--- src/core/ccpm_map.svh ---
// Register map, field positions, reset values and codes of the clock and power-mode control block.
`ifndef CCPM_MAP_SVH
`define CCPM_MAP_SVH
// Overview of operation
// [RULE1] Pin-bypass bit set: core clock taken straight from the crystal input pin.
// [RULE2] Start field: 00 both oscillators, 01 RC only, 10 crystal only, 11 reserved.
// [RULE3] With both started, run from RC first, then switch to crystal once running.
// [RULE4] A new start field value applies only after a retention or deep sleep pass.
// [RULE5] Crystal-ready enable set: crystal becoming active raises wakeup and interrupt.
// [RULE6] Divider field halves core clock per step, 16 MHz at 000 to 125 kHz at 111.
// [RULE7] Keep-crystal bit set: crystal keeps running in register retention.
// [RULE8] Software writes 00 to start field before register retention when keep-crystal set.
// [RULE9] Reading the phase bit returns the present low-frequency clock level.
// [RULE10] Ready bit reads 1 once the selected low-frequency clock is usable.
// [RULE11] Source status reads 1 when core clock comes from running crystal, else 0.
// [RULE12] Low-frequency source: crystal, RC, from fast crystal, analog pin, digital pin, none.
// [RULE13] Deep sleep and memory retention stop the crystal and any clock derived from it.
// [RULE14] With a low-frequency source selected, hold start or wakeup until it operates.
// [RULE15] Power-down register bits 7, 6, 5 flag pin, tick and comparator wakeups.
// [RULE16] Wakeup flags clear on read of their register and on power-down entry.
// [RULE17] Nonzero power-down write enters a power-saving mode; 000 keeps running.
// [RULE18] Codes: 001 deep sleep, 010/011 memory retention, 100 register retention, 111 standby.
// [RULE19] Reading the power-down field returns the previous mode, 000 power off.
// [RULE20] After wakeup software should write 0x00 to the power-down register.
// [RULE21] Register retention runs timers only when an active low-frequency source exists.
// [RULE22] Register retention wakeup resumes execution with no system reset.
// [RULE23] Reserved power-down or start codes change neither mode nor oscillators.

// ----------------------------------------------------------------
// Register offsets and reset values
// ----------------------------------------------------------------
`define CCPM_ADDR_CORE_CLK 8'ha3
`define CCPM_ADDR_PWR_DOWN 8'ha4
`define CCPM_ADDR_LF_CLK 8'had
`define CCPM_RST_CORE_CLK 8'h00
`define CCPM_RST_LF_SRC 3'h0

// ----------------------------------------------------------------
// Field positions
// ----------------------------------------------------------------
`define CCPM_CC_KEEP_XO 7
`define CCPM_CC_BYPASS 6
`define CCPM_CC_START_HI 5
`define CCPM_CC_START_LO 4
`define CCPM_CC_XRDY_EN 3
`define CCPM_PD_WAKE_PIN 7
`define CCPM_PD_WAKE_TICK 6
`define CCPM_PD_WAKE_COMP 5
`define CCPM_LF_PHASE 7
`define CCPM_LF_READY 6
`define CCPM_LF_XO_SRC 3

// ----------------------------------------------------------------
// Codes
// ----------------------------------------------------------------
`define CCPM_START_BOTH 2'h0
`define CCPM_START_RC 2'h1
`define CCPM_START_XO 2'h2
`define CCPM_PD_RUN 3'h0
`define CCPM_PD_DEEP 3'h1
`define CCPM_PD_MEM_OFF 3'h2
`define CCPM_PD_MEM_ON 3'h3
`define CCPM_PD_REG 3'h4
`define CCPM_PD_STBY 3'h7
`define CCPM_LF_XO32 3'h0
`define CCPM_LF_RC32 3'h1
`define CCPM_LF_SYNTH 3'h2
`define CCPM_LF_PIN_ANA 3'h3
`define CCPM_LF_PIN_DIG 3'h4
`define CCPM_LF_NONE 3'h7

// ----------------------------------------------------------------
// Timing
// ----------------------------------------------------------------
`define CCPM_CLK_MHZ 25
`define CCPM_PHASE_CYCLES 1
`endif

--- src/core/ccpm_pkg.sv ---
// Types shared by the clock and power-mode control block.
package ccpm_pkg;
    typedef enum logic [2:0] {
        CCPM_RUN,
        CCPM_SLEEP,
        CCPM_WAIT_LF
    } ccpm_state_t;

    typedef struct packed {
        logic [7:0] addr;
        logic [7:0] wdata;
        logic wr;
        logic rd;
    } ccpm_bus_req_t;

    typedef struct packed {
        logic pin;
        logic tick;
        logic comp;
    } ccpm_wake_t;

    typedef struct packed {
        logic fast_xo_en;
        logic fast_rc_en;
        logic core_from_xo;
        logic core_from_pin;
        logic [2:0] core_div;
        logic core_clk_stop;
        logic [2:0] lf_src;
        logic timers_on;
    } ccpm_clk_ctl_t;

    typedef struct packed {
        ccpm_state_t state;
        logic [2:0] mode;
        logic [2:0] prev_mode;
        logic [7:0] core_ctl;
        logic [1:0] start_active;
        logic [2:0] lf_src;
        ccpm_wake_t wake_flags;
        logic xo_seen;
        logic xrdy_irq;
        logic [7:0] rdata;
        logic [2:0] xo_sync;
        logic [2:0] lf_sync;
        logic [2:0] lfr_sync;
    } ccpm_state_rec_t;
endpackage

--- src/core/ccpm_core.sv ---
// Clock selection, core clock division, low-frequency source and power-mode control.
//
// Decided for this implementation: the address-and-strobe port.
`timescale 1ns/100ps
`include "ccpm_map.svh"
module ccpm_core (
    // Clock and reset
    input wire logic clk_sys,
    input wire logic reset,
    // Register port
    input wire ccpm_pkg::ccpm_bus_req_t bus_req,
    output logic [7:0] bus_rdata,
    // Oscillator and low-frequency clock status from the analog side
    input wire logic fast_xo_running,
    input wire logic low_freq_clock,
    input wire logic low_freq_ready,
    // Wakeup events, one-cycle pulses on clk_sys
    input wire ccpm_pkg::ccpm_wake_t wake_event,
    // Clock and power controls
    output ccpm_pkg::ccpm_clk_ctl_t clk_ctl,
    output logic [2:0] power_mode,
    output logic mcu_hold,
    output logic crystal_ready_interrupt,
    output logic crystal_ready_wakeup
);
    import ccpm_pkg::*;

    ccpm_state_rec_t s;
    ccpm_state_rec_t next_s;

    logic xo_run;
    logic lf_level;
    logic lf_rdy;
    logic wake_any;
    logic lf_active;
    logic pd_reserved;

    // ----------------------------------------------------------------
    // Synchronised inputs
    // ----------------------------------------------------------------
    // The status lines come from other clocks; crystal status changes once stages two and three agree, ready needs both set, the level is stage three alone.
    always_comb begin
        xo_run = (s.xo_sync[1] == s.xo_sync[2]) ? s.xo_sync[2] : s.xo_seen;
        lf_level = s.lf_sync[2];
        lf_rdy = s.lfr_sync[2] & s.lfr_sync[1];
        wake_any = wake_event.pin | wake_event.tick | wake_event.comp;
        lf_active = (s.lf_src != `CCPM_LF_NONE) && lf_rdy;
        pd_reserved = (bus_req.wdata[2:0] == 3'h5) || (bus_req.wdata[2:0] == 3'h6);
    end

    // ----------------------------------------------------------------
    // Next state
    // ----------------------------------------------------------------
    always_comb begin
        next_s = s;
        next_s.xo_sync = {s.xo_sync[1:0], fast_xo_running};
        next_s.lf_sync = {s.lf_sync[1:0], low_freq_clock};
        next_s.lfr_sync = {s.lfr_sync[1:0], low_freq_ready};
        next_s.xo_seen = xo_run;
        next_s.xrdy_irq = xo_run && !s.xo_seen && s.core_ctl[`CCPM_CC_XRDY_EN]; // see [RULE5]
        next_s.rdata = 8'h00;

        // Wakeup flags: the set wins over a same-cycle clear by read.
        if (bus_req.rd && bus_req.addr == `CCPM_ADDR_PWR_DOWN) begin
            next_s.wake_flags = '0; // see [RULE16]
        end

        if (bus_req.rd) begin
            case (bus_req.addr)
                `CCPM_ADDR_CORE_CLK: next_s.rdata = s.core_ctl;
                `CCPM_ADDR_PWR_DOWN: next_s.rdata = {s.wake_flags, 2'h0, s.prev_mode}; // see [RULE15] [RULE19]
                `CCPM_ADDR_LF_CLK: next_s.rdata = {lf_level, lf_active, 2'h0, // see [RULE9] [RULE10]
                    s.core_ctl[`CCPM_CC_BYPASS] ? 1'b0 : (xo_run && s.start_active != `CCPM_START_RC), // see [RULE11]
                    s.lf_src};
                default: next_s.rdata = 8'h00;
            endcase
        end

        if (bus_req.wr) begin
            case (bus_req.addr)
                `CCPM_ADDR_CORE_CLK: next_s.core_ctl = bus_req.wdata;
                `CCPM_ADDR_LF_CLK: next_s.lf_src = bus_req.wdata[2:0]; // see [RULE12]
                `CCPM_ADDR_PWR_DOWN: begin
                    // Reserved codes are dropped so the running mode is left alone.
                    if (bus_req.wdata[2:0] != `CCPM_PD_RUN && !pd_reserved && s.state == CCPM_RUN) begin // see [RULE17] [RULE23]
                        next_s.mode = bus_req.wdata[2:0]; // see [RULE18]
                        next_s.state = CCPM_SLEEP;
                        next_s.wake_flags = '0; // see [RULE16]
                    end
                end
                default: ;
            endcase
        end

        case (s.state)
            CCPM_RUN: ;
            CCPM_SLEEP: begin
                if (wake_any) begin
                    next_s.wake_flags = s.wake_flags | wake_event;
                    next_s.prev_mode = s.mode; // see [RULE19]
                    // Start field takes effect only after a retention or deep sleep pass.
                    if (s.mode != `CCPM_PD_STBY && s.core_ctl[5:4] != 2'h3) begin
                        next_s.start_active = s.core_ctl[5:4]; // see [RULE4] [RULE23]
                    end
                    next_s.state = CCPM_WAIT_LF;
                end
            end
            CCPM_WAIT_LF: begin
                // No reset here: the processor resumes at its current instruction.
                if (s.lf_src == `CCPM_LF_NONE || lf_rdy) begin // see [RULE14] [RULE22]
                    next_s.state = CCPM_RUN;
                    next_s.mode = `CCPM_PD_RUN;
                end
            end
            default: next_s.state = CCPM_RUN;
        endcase
    end

    always_ff @(posedge clk_sys) begin
        if (reset) begin
            s <= '0;
            s.state <= CCPM_WAIT_LF;
            s.core_ctl <= `CCPM_RST_CORE_CLK;
            s.lf_src <= `CCPM_RST_LF_SRC;
            s.prev_mode <= `CCPM_PD_RUN;
            s.start_active <= `CCPM_START_BOTH;
        end else begin
            s <= next_s;
        end
    end

    // ----------------------------------------------------------------
    // Outputs
    // ----------------------------------------------------------------
    always_comb begin
        logic deep;
        deep = (s.mode == `CCPM_PD_DEEP) || (s.mode == `CCPM_PD_MEM_OFF) || (s.mode == `CCPM_PD_MEM_ON);
        clk_ctl.fast_rc_en = (s.start_active != `CCPM_START_XO) && !deep; // see [RULE2]
        clk_ctl.fast_xo_en = (s.start_active != `CCPM_START_RC) && !deep // see [RULE2] [RULE13]
            && !(s.mode == `CCPM_PD_REG && !s.core_ctl[`CCPM_CC_KEEP_XO]); // see [RULE7]
        clk_ctl.core_from_xo = clk_ctl.fast_xo_en && xo_run; // see [RULE3]
        clk_ctl.core_from_pin = s.core_ctl[`CCPM_CC_BYPASS]; // see [RULE1]
        clk_ctl.core_div = s.core_ctl[2:0]; // see [RULE6]
        clk_ctl.core_clk_stop = (s.state != CCPM_RUN);
        // A synthesized source dies with the crystal in deep modes.
        clk_ctl.lf_src = (deep && s.lf_src == `CCPM_LF_SYNTH) ? `CCPM_LF_NONE : s.lf_src; // see [RULE13]
        clk_ctl.timers_on = lf_active && (s.mode != `CCPM_PD_MEM_OFF) && (s.mode != `CCPM_PD_DEEP); // see [RULE21]
    end

    assign bus_rdata = s.rdata;
    assign power_mode = s.mode;
    assign mcu_hold = (s.state != CCPM_RUN); // see [RULE14]
    assign crystal_ready_interrupt = s.xrdy_irq; // see [RULE5]
    assign crystal_ready_wakeup = s.xrdy_irq;
endmodule

--- config.mk ---
export PLATFORM = sky130hd
export DESIGN_NAME = ccpm_core
export DESIGN_NICKNAME = d
export VERILOG_FILES = /design/src/core/ccpm_pkg.sv /design/src/core/ccpm_core.sv
export VERILOG_INCLUDE_DIRS = /design/src /design/src/core
export SDC_FILE = /design/constraint.sdc
export NUM_CORES = 1
export LEC_CHECK = 0
export BUFFER_PORTS_ARGS = -buffer_cell sky130_fd_sc_hd__buf_2
export CAP_MARGIN = 20
export CORE_MARGIN = 2
export CORE_UTILIZATION = 55
export DETAILED_ROUTE_END_ITERATION = 8
export MAX_ROUTING_LAYER = met4
export PLACE_DENSITY = 0.83
export SYNTH_ARGS = -nofsm -noshare
export SYNTH_HDL_FRONTEND = slang
export SYNTH_SLANG_ARGS = --single-unit
--- constraint.sdc ---
create_clock -name clk_sys -period 3.6 [get_ports clk_sys]
set_input_delay 0.36 -clock clk_sys [delete_from_list [all_inputs] [get_ports clk_sys]]
set_output_delay 0.36 -clock clk_sys [all_outputs]
set_load 0.005 [all_outputs]
==> results.json <==
{
  "antenna_found_initial": 0,
  "end_kind": "primary output",
  "peakVddDrop_mv": 0.191,
  "synthTopCellsByCount": "dfxtp_1, nand2_1, a21oi_1",
  "swShare": 0.229,
  "hold_depth": 2,
  "routabilityCongestion": 0.823,
  "final_antenna_net_count": 0,
  "start_kind": "register",
  "wl_per_cell_um": 14.0,
  "rrSetupSlack_ns": 1.93,
  "synthDistinctLibCells": 45,
  "wirelength_mm": 4.07,
  "grt-ovfl-total": 0,
  "cp.required_ns": 3.24,
  "power_density_nw_per_um2": 370,
  "min-delay-start": "fast_xo_running",
  "path_cells": "nor2_1 -> nor2_1 -> nor3_1 -> and2_1 -> buf_2",
  "crit_family": "simple AND/OR/NAND/NOR gates",
  "numPortBuffers": 51,
  "path_buf_inv": 1,
  "hold_slack_ns": 0.206,
  "rows": 21,
  "clk_pin_slew_ns": 0.12,
  "vias_per_cell": 5.53,
  "drv_slew": 0,
  "cts_buffers": 5,
  "clock_skew_ns": 0.00908,
  "cpMostUsedCell": "nor2_1",
  "clockBufferDepth": 2,
  "tightestPinTransition_ns": 0.653,
  "rsz0062_at_grt": "no",
  "htree_levels": 2,
  "hold_viol": 0,
  "coreArea_um2": 3360,
  "hold_buffers": 0,
  "fillers": 318,
  "ys_ff_latch": 44,
  "crit_fanout": 8,
  "grt_pass1_wl_mm": 6.80,
  "synthArstFlopShare": 0,
  "die-area_um2": 4000,
  "syn_avg_cell_area_um2": 9.12,
  "synthCells": 212,
  "ioPinCount": 52,
  "dp_hpwl_mm": 3.04,
  "netlist_top_cells_area": "dfxtp_1, buf_4, a21oi_1",
  "post_cts_buffers": 0,
  "p_sw_w": 0.000181,
  "nNetsFinal": 270,
  "synth_nets": 238,
  "drv_cap": 0,
  "hold_class": "primary input to register",
  "clkLatencyLatePin_ns": 0.36,
  "synth-edff-count": 0,
  "cts-root-buf": "clkbuf_4",
  "reg2reg_depth": 4,
  "relSlewSlack": 0.562,
  "drtIter0Drc": 129,
  "yosysTopAreaCell": "dfxtp_1",
  "grt_usage": 0.227,
  "antenna_cells": 0,
  "clock-sinks": 44,
  "intPower_w": 0.000610,
  "cts_resized": 0,
  "grt_max_degree": 32,
  "fin_setup_tns_ns": 0,
  "combPwrFrac": 0.060,
  "synthToLayoutAreaGrowth_pct": 10.6,
  "timing.rr.end": "s[26]",
  "synth_most_common_cell": "dfxtp_1",
  "dr.pass1.iters": 4,
  "clock.fmax_mhz": 529,
  "drive_gt1_frac": 0.265,
  "post-route-period-util": 0.525,
  "r2r-start": "s[41]",
  "arrival_ns": 1.53,
  "status": "complete, no violations",
  "cpPeakStageDelay_ns": 0.42,
  "cts_tree": "yes",
  "grt_pass1_vias": 1447,
  "whs_endpoint": "next_s[7]",
  "initial_core_util": 0.575,
  "worst-setup-path-type": "register to primary output",
  "yosys_warnings": 0,
  "synth_top_cell_area_share": 0.456,
  "die_x_um": 63.3,
  "synth-main-ff-cell": "dfxtp_1",
  "pwr-share-seq": 0.627,
  "drc": 0,
  "ys_seq_area_frac": 0.456,
  "die_height_um": 63.3,
  "final_core_util": 0.635,
  "via_count": 1610,
  "finalCriticalPeriod_ns": 1.89,
  "slowest_stage": "dfxtp_1",
  "setup_viol": 0,
  "syn_area_um2": 1930,
  "p_leak_nw": 0.914,
  "power.share.clock": 0.313
}
==> layout make-up <==
type                       count  area, um^2  share of cell area
multi-input combinational    135         855               0.400
tap                           46        57.6              0.0269
sequential                    44         881               0.412
inverter                       6        22.5              0.0105
clock buffer                   8        58.8              0.0275
timing repair buffer          52         263               0.123
==> sequential cells by signal, indices dropped and copies added, names as in the netlist <==
signal / count
s: 21
bus_rdata: 8
next_s: 6
clk_ctl: 4
power_mode: 3
crystal_ready_interrupt: 1
lf_level: 1
==> cell families after synthesis <==
family          after synthesis  share of synthesized area
xor+xnor                      2                    0.00906
flops                        44                      0.456
simple gates                 81                      0.230
other cells                   1                    0.00194
mux                           7                     0.0362
compound gates               43                      0.160
fa+ha+maj                     1                    0.00518
buf+inv                      33                      0.102
==> through the flow <==
step,cells,cell area [um^2],total power [W],setup WS (ns)
floorplan,212,1930,0.000531,2.12
global route,291,2140,0.000825,1.60
detailed placement,283,2080,0.000554,1.74
finish,291,2140,0.000791,1.71
global placement,283,2080,0.000553,1.81
CTS,291,2140,0.000792,1.70
==> power by group through the flow <==
stage / Clock (W) / Combinational, W / Sequential (W)
after floorplan: 0 / 0.0000252 / 0.000506
after global placement: 0 / 0.0000457 / 0.000507
after detailed placement: 0 / 0.0000468 / 0.000507
after CTS: 0.000249 / 0.0000470 / 0.000496
after global routing: 0.000276 / 0.0000521 / 0.000497
final: 0.000248 / 0.0000472 / 0.000496
==> layout by cell type (no fill, tap or decap), drive strengths merged, types with 2 or more instances in the layout <==
cell type,count
a21oi,18
a22oi,6
a31oi,2
a32oi,2
and2,4
buf,52
clkbuf,8
dfxtp,44
inv,6
mux2i,7
nand2,20
nand2b,2
nand3,10
nand4,2
nor2,13
nor2b,11
nor3,8
nor4bb,2
o211a,2
o21ai,3
o21bai,2
xnor2,2
==> worst max-delay path by stage <==
stage                              from         end  slack (ns)  depth (start not counted)
final                     power_mode[0]  clk_ctl[9]        1.71                          5
after global routing      power_mode[0]  clk_ctl[9]        1.60                          4
after CTS                 power_mode[0]  clk_ctl[9]        1.70                          5
after detailed placement    bus_req[13]  clk_ctl[6]        1.74                          5
after global placement      bus_req[13]  clk_ctl[5]        1.81                          5
after floorplan             bus_req[16]       s[19]        2.12                          5
==> per-layer routing <==
| layer | GRT usage | vias up | part of all wire | wire length [um] |
|---|---|---|---|---|
| li1 | - | 784 | - | - |
| met1 | 0.292 | 763 | 0.43 | 1740 |
| met2 | 0.342 | 55 | 0.48 | 1950 |
| met3 | 0.0482 | 8 | 0.076 | 309 |
| met4 | 0.106 | 0 | 0.016 | 64 |
| met5 | - | - | 0 | 0 |
No activity file was read; power rests on OpenSTA's default activity.
